**src/include/cpiu_defines.vh**
```
// Offsets, field positions, reset values and timing for the interrupt unit.
`ifndef CPIU_DEFINES_VH
`define CPIU_DEFINES_VH

// ---------------------------------------------------------------
// Address width and register offsets
// ---------------------------------------------------------------
`define CPIU_ADDR_W        12
`define CPIU_OFS_CTRL      12'h00B
`define CPIU_OFS_FLAG_A    12'h011
`define CPIU_OFS_FLAG_B    12'h012
`define CPIU_OFS_EN_A      12'h091
`define CPIU_OFS_EN_B      12'h092
`define CPIU_OFS_EDGE      12'h095
`define CPIU_OFS_PCF       12'h396
`define CPIU_OFS_SHD_STAT  12'hFE4
`define CPIU_OFS_SHD_ACC   12'hFE5
`define CPIU_OFS_SHD_BSR   12'hFE6
`define CPIU_OFS_SHD_PCLH  12'hFE7
`define CPIU_OFS_SHD_F0L   12'hFE8
`define CPIU_OFS_SHD_F0H   12'hFE9
`define CPIU_OFS_SHD_F1L   12'hFEA
`define CPIU_OFS_SHD_F1H   12'hFEB

// ---------------------------------------------------------------
// Control and edge register fields
// ---------------------------------------------------------------
`define CPIU_CTL_GIE       7
`define CPIU_CTL_PERIPHERAL_IRQ_ENABLE      6
`define CPIU_CTL_TMR_EN    5
`define CPIU_CTL_EXT_EN    4
`define CPIU_CTL_CHG_EN    3
`define CPIU_CTL_TMR_FLG   2
`define CPIU_CTL_EXT_FLG   1
`define CPIU_CTL_CHG_FLG   0
`define CPIU_EDGE_SEL      0

// Status bits that are saved; watchdog expired and sleep entered never are.
`define CPIU_STAT_KEEP     8'hE7

// ---------------------------------------------------------------
// Reset values, vector address and timing
// ---------------------------------------------------------------
`define CPIU_RST_BYTE      8'h00
`define CPIU_VECTOR        15'h0004
`define CPIU_PHASES        4
`define CPIU_PHASE_Q1      2'h0
`define CPIU_PHASE_Q4      2'h3
`define CPIU_WAKE_HOLD     2'h2

`endif

```
**src/verilog/cpiu_irq_unit.v**
```verilog
// Interrupt unit of the core: flags, enables, vectoring, context shadows.
//
// Function
// - Reset leaves every interrupt disabled.
// - Take only with global, own, group enables.
// - Flags set regardless of any enable.
// - Entry flushes, clears global, pushes, saves, vectors.
// - Global clear only records; service when set.
// - Return pops, restores context, sets global.
// - Flag left set re-enters after return.
// - Synchronous latency three or four cycles.
// - Asynchronous latency three to five cycles.
// - Latency independent of instruction length.
// - Pin flag sampled in first phase.
// - Pin flag may set fourth-first phase.
// - Wake vectors if global set, else continues.
// - Instruction after sleep runs before vectoring.
// - Pin edge-triggered, edge chosen by select.
// - Valid edge sets flag; vector needs enables.
// - Entry copies accumulator, bank, pointers, latch, status.
// - Return restores shadows; shadow edits take effect.
// - Shadows software readable, writable, in top bank.
// - Change summary read-only, clears with flags.
//
// Strobed register access and the placing of the registers are this design's own decisions.

`include "cpiu_defines.vh"

module cpiu_irq_unit #(
  parameter PC_W = 15                   // Program counter width.
) (
  input  wire             clk_i,        // Instruction clock, 125 MHz.
  input  wire             rst_n_i,      // Asynchronous reset, active low.
  input  wire [11:0]      addr_i,       // Register address.
  input  wire [7:0]       wdata_i,      // Register write data.
  input  wire             wr_i,         // Write strobe.
  input  wire             rd_i,         // Read strobe.
  output reg  [7:0]       rdata_o,      // Read data, cycle after rd_i.
  input  wire             tmr_evt_i,    // Timer overflow event pulse.
  input  wire [7:0]       evt_a_i,      // Peripheral group A events.
  input  wire [7:0]       evt_b_i,      // Peripheral group B events.
  input  wire [7:0]       chg_evt_i,    // Pin change events.
  input  wire             ext_pin_i,    // External interrupt pin level.
  input  wire [PC_W-1:0]  pc_i,         // Current program counter.
  input  wire [7:0]       live_acc_i,   // Live accumulator.
  input  wire [7:0]       live_stat_i,  // Live status register.
  input  wire [4:0]       live_bsr_i,   // Live bank select register.
  input  wire [15:0]      live_fsr0_i,  // Live file select pointer 0.
  input  wire [15:0]      live_fsr1_i,  // Live file select pointer 1.
  input  wire [6:0]       live_pclh_i,  // Live program counter high latch.
  input  wire             return_from_isr_instr_i,     // Return-from-service pulse.
  input  wire             sleep_i,      // Core is asleep, level.
  output reg  [1:0]       phase_o,      // Current phase, 0 means Q1.
  output reg              irq_req_o,    // Enabled request pending.
  output reg              flush_o,      // Flush prefetched instruction.
  output reg              push_o,       // Push return address.
  output reg  [PC_W-1:0]  push_pc_o,    // Address to push.
  output reg              pc_load_o,    // Load the program counter.
  output reg  [PC_W-1:0]  pc_val_o,     // Value to load, the vector.
  output reg              pop_o,        // Pop return address.
  output reg              restore_o,    // Restore context from shadows.
  output reg              wake_o,       // Wake request to the core.
  output reg  [7:0]       shd_acc_o,    // Shadow accumulator.
  output reg  [7:0]       shd_stat_o,   // Shadow status register.
  output reg  [4:0]       shd_bsr_o,    // Shadow bank select register.
  output reg  [15:0]      shd_fsr0_o,   // Shadow file select pointer 0.
  output reg  [15:0]      shd_fsr1_o,   // Shadow file select pointer 1.
  output reg  [6:0]       shd_pclh_o    // Shadow program counter latch.
);

  // ---------------------------------------------------------------
  // Sequencer states
  // ---------------------------------------------------------------
  localparam [1:0] ST_IDLE  = 2'h0;     // Normal execution.
  localparam [1:0] ST_FLUSH = 2'h1;     // First forced no-op cycle.
  localparam [1:0] ST_VEC   = 2'h2;     // Second no-op, vector loaded.

  // ---------------------------------------------------------------
  // Storage
  // ---------------------------------------------------------------
  reg [7:0] ctrl;                       // Control: enables and flags.
  reg [7:0] pflag [0:1];                // Peripheral flag registers.
  reg [7:0] pen   [0:1];                // Peripheral enable registers.
  reg       edge_sel;                   // One selects rising edge.
  reg [7:0] chg_flag;                   // Port change flag register.
  reg       pin_prev;                   // Pin level one cycle ago.
  reg       pin_seen;                   // Pin history is valid.
  reg [1:0] state;                      // Entry sequencer state.
  reg [1:0] hold;                       // Cycles blocked after wake.

  wire [7:0] evt [0:1];                 // Group events by index.
  wire       is_q1;                     // This edge opens a cycle.
  wire       pin_edge;                  // Selected pin edge seen.
  wire       chg_sum;                   // Pin change summary flag.
  wire       any_en;                    // Any enabled flag set.
  wire       take;                      // Start entry this edge.
  wire       wr_ctrl;                   // Write to control register.

  assign evt[0] = evt_a_i;
  assign evt[1] = evt_b_i;
  assign is_q1  = (phase_o == `CPIU_PHASE_Q4);
  assign wr_ctrl = wr_i && (addr_i == `CPIU_OFS_CTRL);

  // The summary is pure logic, so it can never disagree with the
  // individual change flags and software cannot write it.
  assign chg_sum = |chg_flag;

  // Without a valid history the first sample after reset could
  // look like an edge; pin_seen suppresses that false event.
  assign pin_edge = pin_seen &&
                    (edge_sel ? (ext_pin_i && !pin_prev)
                              : (!ext_pin_i && pin_prev));

  // Each flag is ANDed with its own enable; group terms also need
  // the peripheral group enable; the change flags share one enable through their summary.
  assign any_en =
      (ctrl[`CPIU_CTL_TMR_FLG] && ctrl[`CPIU_CTL_TMR_EN]) ||
      (ctrl[`CPIU_CTL_EXT_FLG] && ctrl[`CPIU_CTL_EXT_EN]) ||
      (chg_sum && ctrl[`CPIU_CTL_CHG_EN]) ||
      (ctrl[`CPIU_CTL_PERIPHERAL_IRQ_ENABLE] &&
       (|(pflag[0] & pen[0]) || |(pflag[1] & pen[1])));

  // Requests are judged only at the opening of an instruction
  // cycle, so the length of the running instruction is ignored.
  assign take = is_q1 && (state == ST_IDLE) && irq_req_o &&
                !sleep_i && (hold == 2'h0);

  // ---------------------------------------------------------------
  // Phase counter
  // ---------------------------------------------------------------
  // Four clock edges make one instruction cycle.
  always @(posedge clk_i or negedge rst_n_i) begin
    if (!rst_n_i) begin
      phase_o <= `CPIU_PHASE_Q1;
    end else begin
      phase_o <= phase_o + 2'h1;
    end
  end

  // ---------------------------------------------------------------
  // Control register and top-level flags
  // ---------------------------------------------------------------
  // An event in the same cycle as a software clear keeps its flag.
  always @(posedge clk_i or negedge rst_n_i) begin
    if (!rst_n_i) begin
      ctrl <= `CPIU_RST_BYTE;
    end else begin
      if (take) begin
        ctrl[`CPIU_CTL_GIE] <= 1'b0;
      end else if (return_from_isr_instr_i) begin
        ctrl[`CPIU_CTL_GIE] <= 1'b1;
      end else if (wr_ctrl) begin
        ctrl[`CPIU_CTL_GIE] <= wdata_i[`CPIU_CTL_GIE];
      end
      if (wr_ctrl) begin
        ctrl[6:3] <= wdata_i[6:3];
      end
      ctrl[`CPIU_CTL_TMR_FLG] <= tmr_evt_i ||
        (wr_ctrl ? wdata_i[`CPIU_CTL_TMR_FLG]
                 : ctrl[`CPIU_CTL_TMR_FLG]);
      // The pin flag may set on any edge, Q4 and Q1 included.
      ctrl[`CPIU_CTL_EXT_FLG] <= pin_edge ||
        (wr_ctrl ? wdata_i[`CPIU_CTL_EXT_FLG]
                 : ctrl[`CPIU_CTL_EXT_FLG]);
      // Bit 0 is never stored; it reads back as the summary.
      ctrl[`CPIU_CTL_CHG_FLG] <= 1'b0;
    end
  end

  // ---------------------------------------------------------------
  // Peripheral flag and enable registers
  // ---------------------------------------------------------------
  genvar g;
  generate
    for (g = 0; g < 2; g = g + 1) begin : g_grp
      wire wr_flag;                     // Write to this flag register.
      wire wr_en;                       // Write to this enable register.
      assign wr_flag = wr_i && (addr_i == (g == 0 ? `CPIU_OFS_FLAG_A
                                                  : `CPIU_OFS_FLAG_B));
      assign wr_en   = wr_i && (addr_i == (g == 0 ? `CPIU_OFS_EN_A
                                                  : `CPIU_OFS_EN_B));
      // Flags set on their events whatever the enables hold.
      always @(posedge clk_i or negedge rst_n_i) begin
        if (!rst_n_i) begin
          pflag[g] <= `CPIU_RST_BYTE;
          pen[g]   <= `CPIU_RST_BYTE;
        end else begin
          pflag[g] <= evt[g] | (wr_flag ? wdata_i : pflag[g]);
          if (wr_en) begin
            pen[g] <= wdata_i;
          end
        end
      end
    end
  endgenerate

  // ---------------------------------------------------------------
  // Pin edge logic and change flags
  // ---------------------------------------------------------------
  // Pin history, edge select and the change flag register.
  always @(posedge clk_i or negedge rst_n_i) begin
    if (!rst_n_i) begin
      pin_prev <= 1'b0;
      pin_seen <= 1'b0;
      edge_sel <= 1'b0;
      chg_flag <= `CPIU_RST_BYTE;
    end else begin
      pin_prev <= ext_pin_i;
      pin_seen <= 1'b1;
      if (wr_i && (addr_i == `CPIU_OFS_EDGE)) begin
        edge_sel <= wdata_i[`CPIU_EDGE_SEL];
      end
      chg_flag <= chg_evt_i |
        ((wr_i && (addr_i == `CPIU_OFS_PCF)) ? wdata_i : chg_flag);
    end
  end

  // ---------------------------------------------------------------
  // Request, wake and entry sequencer
  // ---------------------------------------------------------------
  // Entry takes two forced no-op cycles, so the vector runs three
  // cycles after the sampling edge; an event arriving after that
  // edge waits up to one more cycle for the next sample.
  always @(posedge clk_i or negedge rst_n_i) begin
    if (!rst_n_i) begin
      state     <= ST_IDLE;
      hold      <= 2'h0;
      irq_req_o <= 1'b0;
      flush_o   <= 1'b0;
      push_o    <= 1'b0;
      push_pc_o <= {PC_W{1'b0}};
      pc_load_o <= 1'b0;
      pc_val_o  <= {PC_W{1'b0}};
      pop_o     <= 1'b0;
      restore_o <= 1'b0;
      wake_o    <= 1'b0;
    end else begin
      irq_req_o <= ctrl[`CPIU_CTL_GIE] && any_en;
      flush_o   <= 1'b0;
      push_o    <= 1'b0;
      pc_load_o <= 1'b0;
      pop_o     <= return_from_isr_instr_i;
      restore_o <= return_from_isr_instr_i;
      // Wake needs only the source and group enables; the global enable then
      // decides whether the wake vectors or simply continues.
      wake_o    <= sleep_i && any_en;
      if (sleep_i && any_en) begin
        hold <= `CPIU_WAKE_HOLD;
      end else if (is_q1 && !sleep_i && (hold != 2'h0)) begin
        hold <= hold - 2'h1;
      end
      case (state)
        ST_IDLE: begin
          if (take) begin
            flush_o   <= 1'b1;
            push_o    <= 1'b1;
            push_pc_o <= pc_i;
            state     <= ST_FLUSH;
          end
        end
        ST_FLUSH: begin
          if (is_q1) begin
            pc_load_o <= 1'b1;
            pc_val_o  <= `CPIU_VECTOR;
            state     <= ST_VEC;
          end
        end
        ST_VEC: begin
          // The vector fetch completes in this cycle.
          if (is_q1) begin
            state <= ST_IDLE;
          end
        end
        default: begin
          state <= ST_IDLE;
        end
      endcase
    end
  end

  // ---------------------------------------------------------------
  // Shadow context registers
  // ---------------------------------------------------------------
  // Hardware capture on entry wins over a software write in the same
  // edge; a capture is the only consistent snapshot of the context.
  always @(posedge clk_i or negedge rst_n_i) begin
    if (!rst_n_i) begin
      shd_acc_o  <= `CPIU_RST_BYTE;
      shd_stat_o <= `CPIU_RST_BYTE;
      shd_bsr_o  <= 5'h00;
      shd_fsr0_o <= 16'h0000;
      shd_fsr1_o <= 16'h0000;
      shd_pclh_o <= 7'h00;
    end else if (take) begin
      shd_acc_o  <= live_acc_i;
      shd_stat_o <= live_stat_i & `CPIU_STAT_KEEP;
      shd_bsr_o  <= live_bsr_i;
      shd_fsr0_o <= live_fsr0_i;
      shd_fsr1_o <= live_fsr1_i;
      shd_pclh_o <= live_pclh_i;
    end else if (wr_i) begin
      // Edits here are what the return puts back.
      case (addr_i)
        `CPIU_OFS_SHD_ACC:  shd_acc_o <= wdata_i;
        `CPIU_OFS_SHD_STAT: shd_stat_o <= wdata_i & `CPIU_STAT_KEEP;
        `CPIU_OFS_SHD_BSR:  shd_bsr_o <= wdata_i[4:0];
        `CPIU_OFS_SHD_PCLH: shd_pclh_o <= wdata_i[6:0];
        `CPIU_OFS_SHD_F0L:  shd_fsr0_o[7:0] <= wdata_i;
        `CPIU_OFS_SHD_F0H:  shd_fsr0_o[15:8] <= wdata_i;
        `CPIU_OFS_SHD_F1L:  shd_fsr1_o[7:0] <= wdata_i;
        `CPIU_OFS_SHD_F1H:  shd_fsr1_o[15:8] <= wdata_i;
        default: begin
          shd_acc_o <= shd_acc_o;
        end
      endcase
    end
  end

  // ---------------------------------------------------------------
  // Read port
  // ---------------------------------------------------------------
  // Data stands only in the cycle after the strobe; unmapped reads
  // and idle cycles show zero.
  always @(posedge clk_i or negedge rst_n_i) begin
    if (!rst_n_i) begin
      rdata_o <= `CPIU_RST_BYTE;
    end else if (rd_i) begin
      case (addr_i)
        `CPIU_OFS_CTRL:     rdata_o <= {ctrl[7:1], chg_sum};
        `CPIU_OFS_FLAG_A:   rdata_o <= pflag[0];
        `CPIU_OFS_FLAG_B:   rdata_o <= pflag[1];
        `CPIU_OFS_EN_A:     rdata_o <= pen[0];
        `CPIU_OFS_EN_B:     rdata_o <= pen[1];
        `CPIU_OFS_EDGE:     rdata_o <= {7'h00, edge_sel};
        `CPIU_OFS_PCF:      rdata_o <= chg_flag;
        `CPIU_OFS_SHD_ACC:  rdata_o <= shd_acc_o;
        `CPIU_OFS_SHD_STAT: rdata_o <= shd_stat_o;
        `CPIU_OFS_SHD_BSR:  rdata_o <= {3'h0, shd_bsr_o};
        `CPIU_OFS_SHD_PCLH: rdata_o <= {1'b0, shd_pclh_o};
        `CPIU_OFS_SHD_F0L:  rdata_o <= shd_fsr0_o[7:0];
        `CPIU_OFS_SHD_F0H:  rdata_o <= shd_fsr0_o[15:8];
        `CPIU_OFS_SHD_F1L:  rdata_o <= shd_fsr1_o[7:0];
        `CPIU_OFS_SHD_F1H:  rdata_o <= shd_fsr1_o[15:8];
        default:            rdata_o <= `CPIU_RST_BYTE;
      endcase
    end else begin
      rdata_o <= `CPIU_RST_BYTE;
    end
  end

endmodule // cpiu_irq_unit

```
**config.mk**
```make
export PLATFORM = sky130hd
export DESIGN_NAME = cpiu_irq_unit
export DESIGN_NICKNAME = d
export VERILOG_FILES = /design/src/verilog/cpiu_irq_unit.v
export VERILOG_INCLUDE_DIRS = /design/src /design/src/include
export SDC_FILE = /design/constraint.sdc
export NUM_CORES = 1
export LEC_CHECK = 0
export BUFFER_PORTS_ARGS = -buffer_cell sky130_fd_sc_hd__clkbuf_2
export CORE_MARGIN = 10
export CORE_UTILIZATION = 53
export CTS_BUF_LIST = sky130_fd_sc_hd__clkbuf_8
export CTS_CLUSTER_SIZE = 30
export DETAILED_ROUTE_END_ITERATION = 16
export PLACE_DENSITY = 0.92
export SYNTH_ARGS = -nofsm -noshare
export SYNTH_HDL_FRONTEND = slang
export SYNTH_SLANG_ARGS = --single-unit
```
**constraint.sdc**
```tcl
create_clock -name clk_i -period 2.8 [get_ports clk_i]
set_clock_uncertainty 0.05 [all_clocks]
set_input_delay 0.56 -clock clk_i [delete_from_list [all_inputs] [get_ports clk_i]]
set_output_delay 0.56 -clock clk_i [all_outputs]
set_load 0.005 [all_outputs]
```
==> out/qor.yml <==
run_status:
  outcome: "finished, final reports clean"
min_path:
  hold_class: "primary input to asynchronous set/reset pin"
placement:
  dpl.cell_count: 1147
  portBuffers: 215
  place.gp.congestion: 0.968
  place_ws_ns: 0.244
  dp_hpwl_um: 19100
logic_synthesis:
  synth-edff-count: 0
  synth_top_family_by_area: "simple AND/OR/NAND/NOR gates"
  synth_commonest_cells: "nand2_1 (168), dfrtp_1 (143), nor2_1 (80)"
  synth_most_common_cell: "nand2_1"
  synth_xor_area_share_pct: 0.121
  yosysSeqAreaShare_pct: 49.3
  yosys-top-cells-area: "dfrtp_1 (49%), nand2_1 (8.7%), mux2i_1 (4.8%)"
  yosys_warnings: 0
  synth_top_area_share_pct: 49.3
  synthAdderAreaFrac_pct: 0.345
  synthArstFlopShare_pct: 100
  synth-simple-area-share_pct: 20.9
  ys_ff_latch: 143
  synth_compound_area_share_pct: 15.2
  muxShareOfSynthArea_pct: 9.33
  ys.flop_type: "dfrtp_1"
  ys_types: 60
  syn_inst: 768
  yosysTopAreaCell: "dfrtp_1"
  syn_area_per_cell_um2: 9.44
  syn_area_um2: 7250
clock_tree:
  cts_hold_buf: 0
  post-cts-setup-buffers: 0
  cts_root_buf: "clkbuf_8"
  clk_latency_ns: 0.46
  cts_resized: 0
  cts_tree: "yes"
  cts.path.max_buffers: 2
  cts_buffers: 17
  cts_max_level: 4
  clkTransAtPathRegs_ns: 0.08
  clock-sinks: 143
routing:
  wire_per_inst_um: 21.6
  dr_total_vias: 6996
  drt_wl_total_um: 25400
  dr.pass1.iters: 7
  remaining_drc_errors: 0
  vias_per_cell: 5.94
  drtIter0Drc: 759
  ant_nets: 0
floorplanning:
  die_area_um2: 18800
  rows: 42
  initial_core_util_pct: 54.3
  io_pins: 234
  die_y_um: 137
  coreArea_um2: 13300
  die_width_um: 137
timing:
  tightest_slew_ns: 0.840
  tns_ns: 0
  hold_viol_final: 0
  fin_crit_ns: 2.15
  relSlewSlack_pct: 43.4
  rsz0062_at_grt: "no"
  final.period_utilization_pct: 76.9
  max_freq_ghz: 0.464
  final_max_slew_viol_count: 0
  setup_viol: 0
  setup_ws_ns: 0.646
finish:
  antennaDiodeCount: 0
  drive_above_1_share_pct: 31.3
  instances_no_fill: 1177
  synthToLayoutAreaGrowth_pct: 23.6
  nets: 1119
global_routing:
  grt_max_degree: 57
  grt_pass1_vias: 7051
  grt_use_total_pct: 27.1
  grt_pass1_wl_um: 38900
  overflow: 0
  antenna_found_initial: 0
critical_path:
  worstPathRequired_ns: 3.05
  reg2reg_from: "phase_o[0]"
  rr_endpoint: "shd_acc_o[5]"
  r2r_cells: 6
  cp-end-kind: "register"
  crit_type: "register to register"
  start_kind: "register"
  crit_fanout: 55
  ff2ff_setup_slack_ns: 0.65
  cp.arrival_ns: 2.41
pwr:
  leakage_nw: 4.48
  power-per-cell-area_nw_per_um2: 466
  ir_worst_vdd_uv: 318
job:
  max_cap_viol_count: 0
-- state kept, by name (all words and copies together) (netlist names), 2 cells and up --
signal	flops
pen	16
pflag	16
shd_fsr0_o	16
shd_fsr1_o	16
push_pc_o	15
chg_flag	8
rdata_o	8
shd_acc_o	8
ctrl	7
shd_pclh_o	7
shd_stat_o	6
shd_bsr_o	5
hold	2
phase_o	2
state	2
-- cell type report --
type | instances | area [um^2]
clock buffers | 19 | 262
inverters | 9 | 33.8
multi-input cells | 572 | 3400
flip-flops and latches | 143 | 3580
well taps | 176 | 220
clock inverters | 11 | 103
fillers | 1122 | 4380
repair buffers | 247 | 1370
-- power by group --
group	leakage, nW	switching [mW]	internal (mW)
combinational	2.45	0.261	0.183
sequential	1.83	0.0452	2.12
clock	0.202	0.768	0.808
total	4.48	1.07	3.11
-- per-stage QoR --
stage          hold WS [ns]  power (mW)  cell area [um^2]  util [%]
2_1_floorplan         0.214        2.38              7310         -
3_3_place_gp          0.382        2.62              8600      64.4
3_5_place_dp          0.393        2.64              8600      64.4
4_1_cts              0.0118        4.19              8970      67.2
5_1_grt              0.0322        4.33              8970      67.2
6_report            0.00156        4.18              8970      67.2
-- critical path: stages (launching register included) --
cell	delay (ns)
dfrtp_1	0.37
ha_1	0.21
nand2b_1	0.10
or4_4	0.66
buf_4	0.36
nor2_1	0.16
a31oi_1	0.06
-- layer usage --
layer / wire [um] / share of wire, % / vias to the layer above / global-route usage, %
met2: 11500 / 45 / 434 / 40.7
li1: - / - / 3138 / -
met1: 10100 / 40 / 3364 / 35.0
met5: 0 / 0 / - / 0
met3: 2930 / 12 / 60 / 9.46
met4: 839 / 3.3 / 0 / 11.1
-- cell families (layout without fill, tap and decap cells) --
kind of cell | after synthesis | in the layout
simple gates | 328 | 328
other cells | 2 | 17
flops | 143 | 143
fa+ha+maj | 2 | 2
compound gates | 161 | 161
buf+inv | 68 | 286
mux | 63 | 63
xor+xnor | 1 | 1
-- worst max-delay path by stage --
stage	depth (start not counted)	slack, ns	to	startpoint
after floorplan	4	0.56	pen[0]	addr_i[8]
after global placement	5	0.22	rdata_o[0]	addr_i[8]
after detailed placement	5	0.24	rdata_o[3]	addr_i[8]
after CTS	7	0.66	shd_acc_o[6]	phase_o[0]
after global routing	6	0.47	shd_acc_o[5]	phase_o[0]
final	6	0.65	shd_acc_o[5]	phase_o[0]
-- cell usage in the layout (no fill, tap or decap), drive strengths merged, types with 3 or more instances in the layout --
master and count:
dfrtp 143, nand2 168, a22o 5, nand3 7
nor2b 18, o221ai 3, clkbuf 233, buf 33
clkinv 4, a22oi 5, a21oi 44, conb 17
a31oi 46, o2bb2ai 4, nand3b 8, or4 5
a211o 18, nor2 81, a221oi 13, nand4 6
nor3 6, nor4 7, o21ai 6, mux2i 35
inv 13, mux2 27, nand2b 8
Note: power is estimated with default switching activity, not from simulation.
